$ cat src/pdc_pkg.sv
// Purpose: Shared constants and types for the count-pulse converter link
// Assumes: One 10 MHz system clock on both ends
// Notes: Position is kept as packed BCD digits
package pdc_pkg;
    // ==========================================================
    // Counting
    localparam int COUNTS_PER_REV = 4000;
    localparam int REV_DIGITS = 4;
    localparam int TURN_DIGITS = 4;
    localparam logic [3:0] BCD_MAX = 4'h9;
    localparam logic [3:0] BCD_ZERO = 4'h0;
    localparam logic [3:0] BCD_ONE = 4'h1;
    localparam logic [3:0] REV_TOP_DIGIT = 4'h3;
    // ==========================================================
    // Timing
    localparam int CLK_HZ = 10_000_000;
    localparam int MAX_REV_PER_S = 100;
    // Shortest spacing between count pulses at full tracking rate
    localparam int PULSE_GAP_CYC = CLK_HZ / (MAX_REV_PER_S * COUNTS_PER_REV);
    // Low time of one count pulse, kept well under the gap
    localparam int PULSE_LOW_CYC = PULSE_GAP_CYC / 2;
    localparam int SYNC_STAGES = 3;
    // ==========================================================
    // Types
    typedef enum logic {DIR_FWD, DIR_REV} dir_t;
endpackage : pdc_pkg

$ cat src/pdc_link_if.sv
// Purpose: Pins between the converter and the position counter
// Assumes: All pins are plain one-way logic levels
// Notes: Count and zero pulses are active low
`timescale 1ns/1ps
interface pdc_link_if;
    logic countN;
    logic dirRev;
    logic zeroN;
    modport conv (output countN, output dirRev, output zeroN);
    modport cnt (input countN, input dirRev, input zeroN);
endinterface : pdc_link_if

$ cat src/bcd_position_counter.sv
// Operation
// - One low count pulse per increment, 4000/rev
// - Direction level shows the motion sense
// - One zero pulse per zero crossing
// - Tracks continuously up to 100 revs per second; converter end pulses at most every 26 cycles, about 96 revs per second
// - Datum armed clears counters at next zero
// - Revolution chain holds all 4000 counts
// - Extra stages accumulate whole revolutions
// - Position held in BCD form
// - Datum exact to one count
//
// Purpose: Counter end: BCD position from count and zero pulses
// Assumes: Link pins are asynchronous to sys_clk
// Notes: Turn count wraps modulo its decimal range
`timescale 1ns/1ps
module bcd_position_counter #(
    parameter int REV_DIG = pdc_pkg::REV_DIGITS,
    parameter int TURN_DIG = pdc_pkg::TURN_DIGITS
) (
    // Clock and reset
    input wire logic sys_clk,
    input wire logic resetn,
    // Operator
    input wire logic setDatum,
    // Readout
    output logic [4*REV_DIG-1:0] revPos,
    output logic [4*TURN_DIG-1:0] turnPos,
    output logic datumArmed,
    // Link
    pdc_link_if.cnt link
);
    import pdc_pkg::*;
    localparam int SN = SYNC_STAGES;
    logic [SN-1:0] cntSync_r, cntSync_nxt;
    logic [SN-1:0] dirSync_r, dirSync_nxt;
    logic [SN-1:0] zeroSync_r, zeroSync_nxt;
    logic [SN-1:0] armSync_r, armSync_nxt;
    logic cntLvl_r, cntLvl_nxt;
    logic dirLvl_r, dirLvl_nxt;
    logic zeroLvl_r, zeroLvl_nxt;
    logic armLvl_r, armLvl_nxt;
    logic [4*REV_DIG-1:0] rev_r, rev_nxt;
    logic [4*TURN_DIG-1:0] turn_r, turn_nxt;
    logic armed_r, armed_nxt;
    logic cntFall, zeroFall, armRise;
    logic revWrap;
    logic [3:0] d;
    // ==========================================================
    // Decade step helpers
    function automatic logic [4*REV_DIG-1:0] revStep(
        input logic [4*REV_DIG-1:0] v, input logic down, output logic wrap);
        logic [4*REV_DIG-1:0] r;
        logic go;
        logic [3:0] dg;
        r = v;
        go = 1'b1;
        wrap = 1'b0;
        // Top digit limited so the chain spans 0..3999
        if (!down && v == {REV_TOP_DIGIT, {(REV_DIG-1){BCD_MAX}}}) begin
            r = '0;
            wrap = 1'b1;
            go = 1'b0;
        end else if (down && v == '0) begin
            r = {REV_TOP_DIGIT, {(REV_DIG-1){BCD_MAX}}};
            wrap = 1'b1;
            go = 1'b0;
        end
        for (int i = 0; i < REV_DIG; i++) begin
            dg = v[4*i +: 4];
            if (go) begin
                if (!down) begin
                    r[4*i +: 4] = (dg == BCD_MAX) ? BCD_ZERO : dg + BCD_ONE;
                    go = (dg == BCD_MAX);
                end else begin
                    r[4*i +: 4] = (dg == BCD_ZERO) ? BCD_MAX : dg - BCD_ONE;
                    go = (dg == BCD_ZERO);
                end
            end
        end
        return r;
    endfunction : revStep
    function automatic logic [4*TURN_DIG-1:0] turnStep(
        input logic [4*TURN_DIG-1:0] v, input logic down);
        logic [4*TURN_DIG-1:0] r;
        logic go;
        logic [3:0] dg;
        r = v;
        go = 1'b1;
        for (int i = 0; i < TURN_DIG; i++) begin
            dg = v[4*i +: 4];
            if (go) begin
                if (!down) begin
                    r[4*i +: 4] = (dg == BCD_MAX) ? BCD_ZERO : dg + BCD_ONE;
                    go = (dg == BCD_MAX);
                end else begin
                    r[4*i +: 4] = (dg == BCD_ZERO) ? BCD_MAX : dg - BCD_ONE;
                    go = (dg == BCD_ZERO);
                end
            end
        end
        return r;
    endfunction : turnStep
    // ==========================================================
    // Input synchronisers, three stages, change when last two agree
    always_comb begin
        cntSync_nxt = {cntSync_r[SN-2:0], link.countN};
        dirSync_nxt = {dirSync_r[SN-2:0], link.dirRev};
        zeroSync_nxt = {zeroSync_r[SN-2:0], link.zeroN};
        armSync_nxt = {armSync_r[SN-2:0], setDatum};
        cntLvl_nxt = (cntSync_r[SN-1] == cntSync_r[SN-2]) ?
            cntSync_r[SN-1] : cntLvl_r;
        dirLvl_nxt = (dirSync_r[SN-1] == dirSync_r[SN-2]) ?
            dirSync_r[SN-1] : dirLvl_r;
        zeroLvl_nxt = (zeroSync_r[SN-1] == zeroSync_r[SN-2]) ?
            zeroSync_r[SN-1] : zeroLvl_r;
        armLvl_nxt = (armSync_r[SN-1] == armSync_r[SN-2]) ?
            armSync_r[SN-1] : armLvl_r;
    end
    // Filtered level edges fire once per pulse
    assign cntFall = cntLvl_r && !cntLvl_nxt;
    assign zeroFall = zeroLvl_r && !zeroLvl_nxt;
    assign armRise = !armLvl_r && armLvl_nxt;
    // ==========================================================
    // Position counting
    always_comb begin
        rev_nxt = rev_r;
        turn_nxt = turn_r;
        armed_nxt = armed_r;
        revWrap = 1'b0;
        d = BCD_ZERO;
        if (armRise)
            armed_nxt = 1'b1;
        if (cntFall) begin
            // Zero pulse falls with its count pulse
            rev_nxt = revStep(rev_r, dirLvl_nxt, revWrap);
            if (revWrap)
                turn_nxt = turnStep(turn_r, dirLvl_nxt);
        end
        if (zeroFall && armed_r) begin
            // Datum lands on the zero count itself
            rev_nxt = '0;
            turn_nxt = '0;
            armed_nxt = armRise;
        end
    end
    always_ff @(posedge sys_clk) begin
        if (!resetn) begin
            cntSync_r <= '1;
            dirSync_r <= '0;
            zeroSync_r <= '1;
            armSync_r <= '0;
            cntLvl_r <= 1'b1;
            dirLvl_r <= 1'b0;
            zeroLvl_r <= 1'b1;
            armLvl_r <= 1'b0;
            rev_r <= '0;
            turn_r <= '0;
            armed_r <= 1'b0;
        end else begin
            cntSync_r <= cntSync_nxt;
            dirSync_r <= dirSync_nxt;
            zeroSync_r <= zeroSync_nxt;
            armSync_r <= armSync_nxt;
            cntLvl_r <= cntLvl_nxt;
            dirLvl_r <= dirLvl_nxt;
            zeroLvl_r <= zeroLvl_nxt;
            armLvl_r <= armLvl_nxt;
            rev_r <= rev_nxt;
            turn_r <= turn_nxt;
            armed_r <= armed_nxt;
        end
    end
    assign revPos = rev_r;
    assign turnPos = turn_r;
    assign datumArmed = armed_r;
endmodule : bcd_position_counter

$ cat src/flat_wrapper.sv
// flat-port wrapper written by rule: the top's interface ports become plain ports
module bcd_position_counter_flat import pdc_pkg::*;
#(
    parameter int REV_DIG = pdc_pkg::REV_DIGITS,
    parameter int TURN_DIG = pdc_pkg::TURN_DIGITS
)
  (sys_clk, resetn, setDatum, revPos, turnPos, datumArmed, link_countN, link_dirRev, link_zeroN);
  pdc_link_if link_i ();
  input wire logic sys_clk;
  input wire logic resetn;
  input wire logic setDatum;
  output logic [4*REV_DIG-1:0] revPos;
  output logic [4*TURN_DIG-1:0] turnPos;
  output logic datumArmed;
  input wire logic [$bits(link_i.countN)-1:0] link_countN;
  input wire logic [$bits(link_i.dirRev)-1:0] link_dirRev;
  input wire logic [$bits(link_i.zeroN)-1:0] link_zeroN;
  assign link_i.countN = link_countN;
  assign link_i.dirRev = link_dirRev;
  assign link_i.zeroN = link_zeroN;
  bcd_position_counter #(.REV_DIG(REV_DIG), .TURN_DIG(TURN_DIG)) u_core (.sys_clk(sys_clk), .resetn(resetn), .setDatum(setDatum), .revPos(revPos), .turnPos(turnPos), .datumArmed(datumArmed), .link(link_i));
endmodule
$ cat config.mk
export PLATFORM = sky130hd
export DESIGN_NAME = bcd_position_counter_flat
export DESIGN_NICKNAME = d
export VERILOG_FILES = /design/src/pdc_pkg.sv /design/src/pdc_link_if.sv /design/src/bcd_position_counter.sv /design/src/flat_wrapper.sv
export SDC_FILE = /design/constraint.sdc
export NUM_CORES = 1
export LEC_CHECK = 0
export ABC_AREA = 1
export BUFFER_PORTS_ARGS = -buffer_cell sky130_fd_sc_hd__buf_4
export CORE_MARGIN = 2
export CORE_UTILIZATION = 58
export DETAILED_ROUTE_END_ITERATION = 16
export MAX_ROUTING_LAYER = met4
export PLACE_DENSITY = 0.8
export SETUP_SLACK_MARGIN = 0.05
export SLEW_MARGIN = 25
export SYNTH_ARGS = -nofsm -noshare
export SYNTH_HDL_FRONTEND = slang
export SYNTH_SLANG_ARGS = --single-unit
$ cat constraint.sdc
create_clock -name sys_clk -period 1.7 [get_ports sys_clk]
set_input_delay 0.085 -clock sys_clk [delete_from_list [all_inputs] [get_ports sys_clk]]
set_output_delay 0.085 -clock sys_clk [all_outputs]
set_load 0.02 [all_outputs]
# == Yosys cells after proc, flatten, opt, wreduce, memory -nomap -nowiden ==
# Index checks and enable logic that the tools add are counted.
# op_classes
muxes,62
reduce_logical,33
n_eq_ne,13
n_addsub,16
bitwise_logic,1
# op_table
operator,n
$mux W4,28
$add A4 B1 Y4 const B,8
$eq A4 B4 Y1 const B,8
$logic_not A4 Y1,8
$mux W1,32
$mux W16,2
$sub A4 B1 Y4 const B,8
$eq A16 B14 Y1 const B,1
$logic_not A16 Y1,1
$reduce_bool A3 Y1,4
$reduce_and A2 Y1,5
$reduce_and A3 Y1,3
$logic_and A1 B1 Y1,6
$eq A1 B1 Y1,4
$logic_not A1 Y1,4
$reduce_bool A2 Y1,1
$reduce_or A2 Y1,1
$not A1 Y1,1
# word_totals
word_cells,142
input_bits,6
regBits,49

# == Longest topological paths before layout ==
# depth
depth_word,15
ltp_mapped,13
mapped_depth_nobuf,13

# == Worst setup path after synthesis ==
# Ideal clock, no wire load.
# synth_path
path_kind,reg-to-reg
start,reg u_core.rev_r[3] (netlist: u_core.revPos[3])
end,reg u_core.rev_r[12] (netlist: u_core.revPos[12])
path_stages_with_launch,14
path_buffers,0
required_ps,1589
path_slack_ps,-3
t_arrival_ps,1592
path_cell_list,dfxtp_1 -> inv_1 -> nor2_2 -> nand2_1 -> nand2_1 -> nand2_2 -> clkinv_1 -> nand3_4 -> nor2_8 -> nand3_4 -> nand2_1 -> inv_2 -> nor2_1 -> nor2_1
# synth_via
elab_chain_len,13
# synth_rtl
item,line_no,source
"start, declared",bcd_position_counter.sv:42,"logic [4*REV_DIG-1:0] rev_r, rev_nxt;"
"start signal, assigned",bcd_position_counter.sv:168,rev_r <= rev_nxt;
$logic_not A16 Y1,bcd_position_counter.sv:63,end else if (down && v == '0) begin
$logic_and A1 B1 Y1,bcd_position_counter.sv:63,
$mux W1,bcd_position_counter.sv:63,
$mux W1,bcd_position_counter.sv:59,"if (!down && v == {REV_TOP_DIGIT, {(REV_DIG-1){BCD_MAX}}}) begin"
$mux W1,bcd_position_counter.sv:133,if (cntFall) begin
$mux W1,bcd_position_counter.sv:70,if (go) begin
$mux W1,bcd_position_counter.sv:133,
$mux W1,bcd_position_counter.sv:70,
$mux W1,bcd_position_counter.sv:133,
$mux W1,bcd_position_counter.sv:70,
$mux W1,bcd_position_counter.sv:133,
$reduce_bool A3 Y1 (no line),--,
$reduce_and A2 Y1 (no line),--,
# Parallel ways exist; a longest one is shown, timed or not. The select of a mux whose other input is x is not followed.
# A chain may end at the register's enable or synchronous reset.

# == Worst setup path in the final report ==
# layout_path
start,reg u_core.rev_r[2] (netlist: u_core.revPos[2])
end,reg u_core.rev_r[12] (netlist: u_core.revPos[12])
# The elaborated chain is that of the path after synthesis.

==> Flow_metrics.wiki <==
{| class="wikitable"
! Metric !! Value
|-
| Outcome || finished clean
|-
| Diode count || 0
|-
| Post-synthesis adder-cell area fraction || 0
|-
| Number of sinks on the clock net || 49
|-
| Max Used Layer || met4
|-
| Wire length on met2 || a little over 4000 um
|-
| Count of endpoints failing setup in the final report || 0
|-
| Xor and xnor area share after synthesis || 0.02012
|-
| Critical path startpoint category || register
|-
| Final slew viol count || 0
|-
| Kind of critical path || reg2reg
|-
| H-tree level count || 2
|-
| Cell-internal power || around 1.6 mW
|-
| Maximum clock insertion buffer count || 2
|-
| Antenna violations before repair || 0
|-
| Initial detailed-routing violation count || 278
|-
| Wire length of the first global-routing pass || 13150 um
|-
| Net switching power || 462.4 uW
|-
| Global route total overflow || 0
|-
| Count of placed standard cells in the final layout, fillers left out || ~640
|-
| Power Density || 501.4 nW/um2
|-
| Simple-gate portion of the synthesized area || 0.3647
|-
| Final net count || roughly 570
|-
| Average size of a mapped cell || 6.243 um2
|-
| F_max || between 500 and 600 MHz
|-
| Via count || 3436
|-
| Synthesized Nets || 494
|-
| Top_reg_cell synth || sky130_fd_sc_hd__dfxtp_1
|-
| Sequential element share of the synthesized area || 0.3220
|-
| Max-capacitance violation count || 0
|-
| Slew margin rel. || 0.7994
|-
| Number of fill cells || 345
|-
| Multiplexer share of the synthesized area || 0
|-
| Slew at the pin closest to its max-slew limit || 0.3000 ns
|-
| Overall die height || 76.48 um
|-
| Post-synthesis compound-gate area fraction || 0.1943
|-
| Leakage power of the design || roughly 2 nW
|-
| Biggest fanout along the worst timing path || 8
|-
| Placed Instances || 611
|-
| TritonCTS clock tree || yes
|-
| Average wire length per cell after detail routing || 13.06 um
|-
| Setup repair after global routing missed its margin || true
|-
| Core footprint || 5075 um2
|-
| Remaining DRCs || 0
|-
| Dominant combinational cell family by area after synthesis || simple AND/OR/NAND/NOR gates
|-
| Vias in the first global route || 3110
|-
| Share of the clock period used by the worst path || 0.9970
|-
| Gate count of the mapped netlist || 488
|-
| Min-delay worst type || in2reg
|-
| Routability congestion estimate from global placement || roughly 0.89
|-
| Sequential fraction of design power || 0.552
|-
| Clock tree root buffer cell || sky130_fd_sc_hd__clkbuf_8
|-
| Combinational share of power || 0.042
|-
| Switching part of the total power || 0.2213
|-
| P&R area growth vs syn || 36.80%
|-
| Antenna-violating nets left || 0
|-
| Floorplan die area || roughly 5800 um2
|-
| Min Clock Period, post-route || 1.695 ns
|-
| Peak VDD IR || 0.4911 mV
|-
| Number of clock buffers inserted by TritonCTS || 5
|-
| Final routed wirelength across all metal layers || between 8000 and 9000 um
|-
| Half-perimeter wire length of the detailed placement result || 5391 um
|-
| Wire length on met3 || 479 um
|-
| Io pins || 39
|-
| Initial Util || 0.6003
|-
| Number of warning messages in the yosys log || 0
|-
| Library cells used by synthesis || 35
|-
| Kind of capture point of the worst setup path || register
|-
| TritonRoute pass-1 iters || 5
|-
| Die width || 76.48 um
|-
| Clock transition at the registers of the reported paths || 0.09 ns
|-
| Endpoints failing hold || 0
|-
| Mean number of vias per cell || about 5.4
|-
| Setup TNS after final layout || 0 ns
|-
| Fraction of layout cells with a size suffix above 1 || 0.3422
|-
| Area of the mapped netlist || 3047 um2
|-
| Post-synth EDFFs || 0
|-
| IO buf count || 38
|-
| Required arrival time at the worst endpoint || 1.91 ns
|-
| Source-to-sink clock delay at the later pin of the worst-skew pair || ~0.31 ns
|-
| Met1 Wirelength || 3547 um
|-
| Pin count of the biggest net entering global routing || 21
|-
| Flop and latch count out of synthesis || 49
|-
| Row count || 26
|-
| Clock network power share || 0.407
|-
| Data arrival, critical path || 1.90 ns
|-
| Worst setup skew after layout || a little under 0.006 ns
|-
| Async S/R FF share, synth || 0
|-
| Total global-route track usage || 0.2751
|}
placed cells by master (no fill, tap or decap), types with 2 or more instances in the layout:
master and count:
sky130_fd_sc_hd__o21bai_1 2, sky130_fd_sc_hd__nand2_1 107, sky130_fd_sc_hd__o31ai_1 2, sky130_fd_sc_hd__a31oi_1 4
sky130_fd_sc_hd__o21ai_0 43, sky130_fd_sc_hd__nand2_4 7, sky130_fd_sc_hd__buf_12 2, sky130_fd_sc_hd__nor3_1 4
sky130_fd_sc_hd__dfxtp_1 33, sky130_fd_sc_hd__o21a_1 2, sky130_fd_sc_hd__nand4_1 4, sky130_fd_sc_hd__or2_2 5
sky130_fd_sc_hd__nand3_2 4, sky130_fd_sc_hd__nand3_1 19, sky130_fd_sc_hd__nor2_2 12, sky130_fd_sc_hd__a21oi_1 31
sky130_fd_sc_hd__nand3_4 4, sky130_fd_sc_hd__nand2_2 19, sky130_fd_sc_hd__xor2_1 6, sky130_fd_sc_hd__nor2_4 14
sky130_fd_sc_hd__inv_4 2, sky130_fd_sc_hd__o21ai_2 4, sky130_fd_sc_hd__dlygate4sd3_1 4, sky130_fd_sc_hd__dfxtp_4 8
sky130_fd_sc_hd__inv_2 15, sky130_fd_sc_hd__buf_4 73, sky130_fd_sc_hd__o21ai_1 9, sky130_fd_sc_hd__buf_6 3
sky130_fd_sc_hd__o211ai_1 3, sky130_fd_sc_hd__nor2_1 46, sky130_fd_sc_hd__clkbuf_8 5, sky130_fd_sc_hd__dfxtp_2 8
sky130_fd_sc_hd__inv_1 47, sky130_fd_sc_hd__a211oi_1 4
kinds of logic after synthesis:
kind of cell,after synthesis
compound gates,108
flops,49
xor+xnor,7
simple gates,248
buf+inv,76
power by group through the flow:
stage	clock, mW	sequential, mW	combinational (mW)
final	0.850	1.15	0.0871
after global routing	0.904	1.15	0.0944
after CTS	0.866	1.16	0.0790
after detailed placement	0	1.19	0.0681
after global placement	0	1.19	0.0664
after floorplan	0	1.19	0.0386
path summary, 6_finish.rpt:
kind,start,cells past startpoint,end,slack [ns]
worst min register to register,u_core.dirSync_r[0]$_SDFF_PN0_,2,u_core.dirSync_r[1]$_SDFF_PN0_,0.42
worst max-delay path,u_core.revPos[2]$_SDFFE_PP0P_,12,u_core.revPos[12]$_SDFFE_PP0P_,0.005
worst min-delay path,resetn,2,u_core.zeroLvl_r$_SDFF_PN1_,0.02
worst max register to register,u_core.revPos[2]$_SDFFE_PP0P_,12,u_core.revPos[12]$_SDFFE_PP0P_,0.005
layout make-up:
type | count | area, um2 | area share
Multi-Input combinational cell | 363 | 2012 | 0.4827
Sequential cell | 49 | 1021 | 0.2450
Timing Repair Buffer | 83 | 686.9 | 0.1648
Inverter | 64 | 245.2 | 0.05884
Tap cell | 70 | 87.58 | 0.02101
Clock buffer | 5 | 68.82 | 0.01651
Clock inverter | 3 | 46.29 | 0.01111
per-stage QoR:
step	utilization	instance area (um2)	hold WS [ns]	worst slack, ns	power (mW)
after global routing	0.8213	4168	0.01743	-0.08380	2.152
after CTS	0.7663	3889	0.01256	0.05410	2.106
final	0.8213	4168	0.01567	0.005093	2.090
after floorplan	-	3063	0.1826	0.05326	1.229
after detailed placement	0.7081	3593	0.2761	-0.04944	1.260
after global placement	0.7081	3593	0.2693	0.05156	1.257
what timing repair did:
item	in CTS	in global routing
pin swaps	8	25
cloned	0	1
endpoints found under the hold margin	4	0
setup buffers	7	6
setup endpoints to repair	16	26
hold buffers	4	0
resized for setup	35	66
cells in the mapped netlist, types with 5 or more instances:
cell / count / share of area
sky130_fd_sc_hd__buf_2: 6 / 0.0099
sky130_fd_sc_hd__a21oi_1: 32 / 0.053
sky130_fd_sc_hd__nor2_1: 63 / 0.078
sky130_fd_sc_hd__inv_2: 12 / 0.015
sky130_fd_sc_hd__o21ai_0: 48 / 0.079
sky130_fd_sc_hd__nand2_2: 5 / 0.010
sky130_fd_sc_hd__o21ai_1: 7 / 0.011
sky130_fd_sc_hd__dfxtp_1: 49 / 0.32
sky130_fd_sc_hd__nand3_1: 23 / 0.038
sky130_fd_sc_hd__nor2_2: 7 / 0.014
sky130_fd_sc_hd__inv_1: 51 / 0.063
sky130_fd_sc_hd__xor2_1: 7 / 0.020
sky130_fd_sc_hd__or2_2: 5 / 0.010
sky130_fd_sc_hd__nand2_1: 128 / 0.16
state kept, by name, summed over array words and instances, names as in the netlist:
| name | count |
|---|---|
| u_core.revPos | 16 |
| u_core.turnPos | 16 |
| u_core.armSync_r | 3 |
| u_core.cntSync_r | 3 |
| u_core.dirSync_r | 3 |
| u_core.zeroSync_r | 3 |
| u_core.armLvl_r | 1 |
| u_core.cntLvl_r | 1 |
| u_core.datumArmed | 1 |
| u_core.dirLvl_r | 1 |
| u_core.zeroLvl_r | 1 |
routing by layer:
layer | vias up | track usage
met1 | 1554 | 0.3216
li1 | 1735 | -
met2 | 125 | 0.4850
met3 | 22 | 0.03555
met5 | - | -
met4 | 0 | 0.09818
critical path: stages, from the launching register on:
cell                      delay (ns)
sky130_fd_sc_hd__dfxtp_2        0.39
sky130_fd_sc_hd__nor2_2         0.17
sky130_fd_sc_hd__nand2_2        0.12
sky130_fd_sc_hd__nand3_2        0.09
sky130_fd_sc_hd__nand2_2        0.07
sky130_fd_sc_hd__inv_2          0.08
sky130_fd_sc_hd__nand3_4        0.10
sky130_fd_sc_hd__nor2_8         0.19
sky130_fd_sc_hd__nand3_4        0.13
sky130_fd_sc_hd__nand2_4        0.09
sky130_fd_sc_hd__inv_2          0.04
sky130_fd_sc_hd__nor2_1         0.08
sky130_fd_sc_hd__nor2_1         0.04
Power figures use the tool's default switching activity.
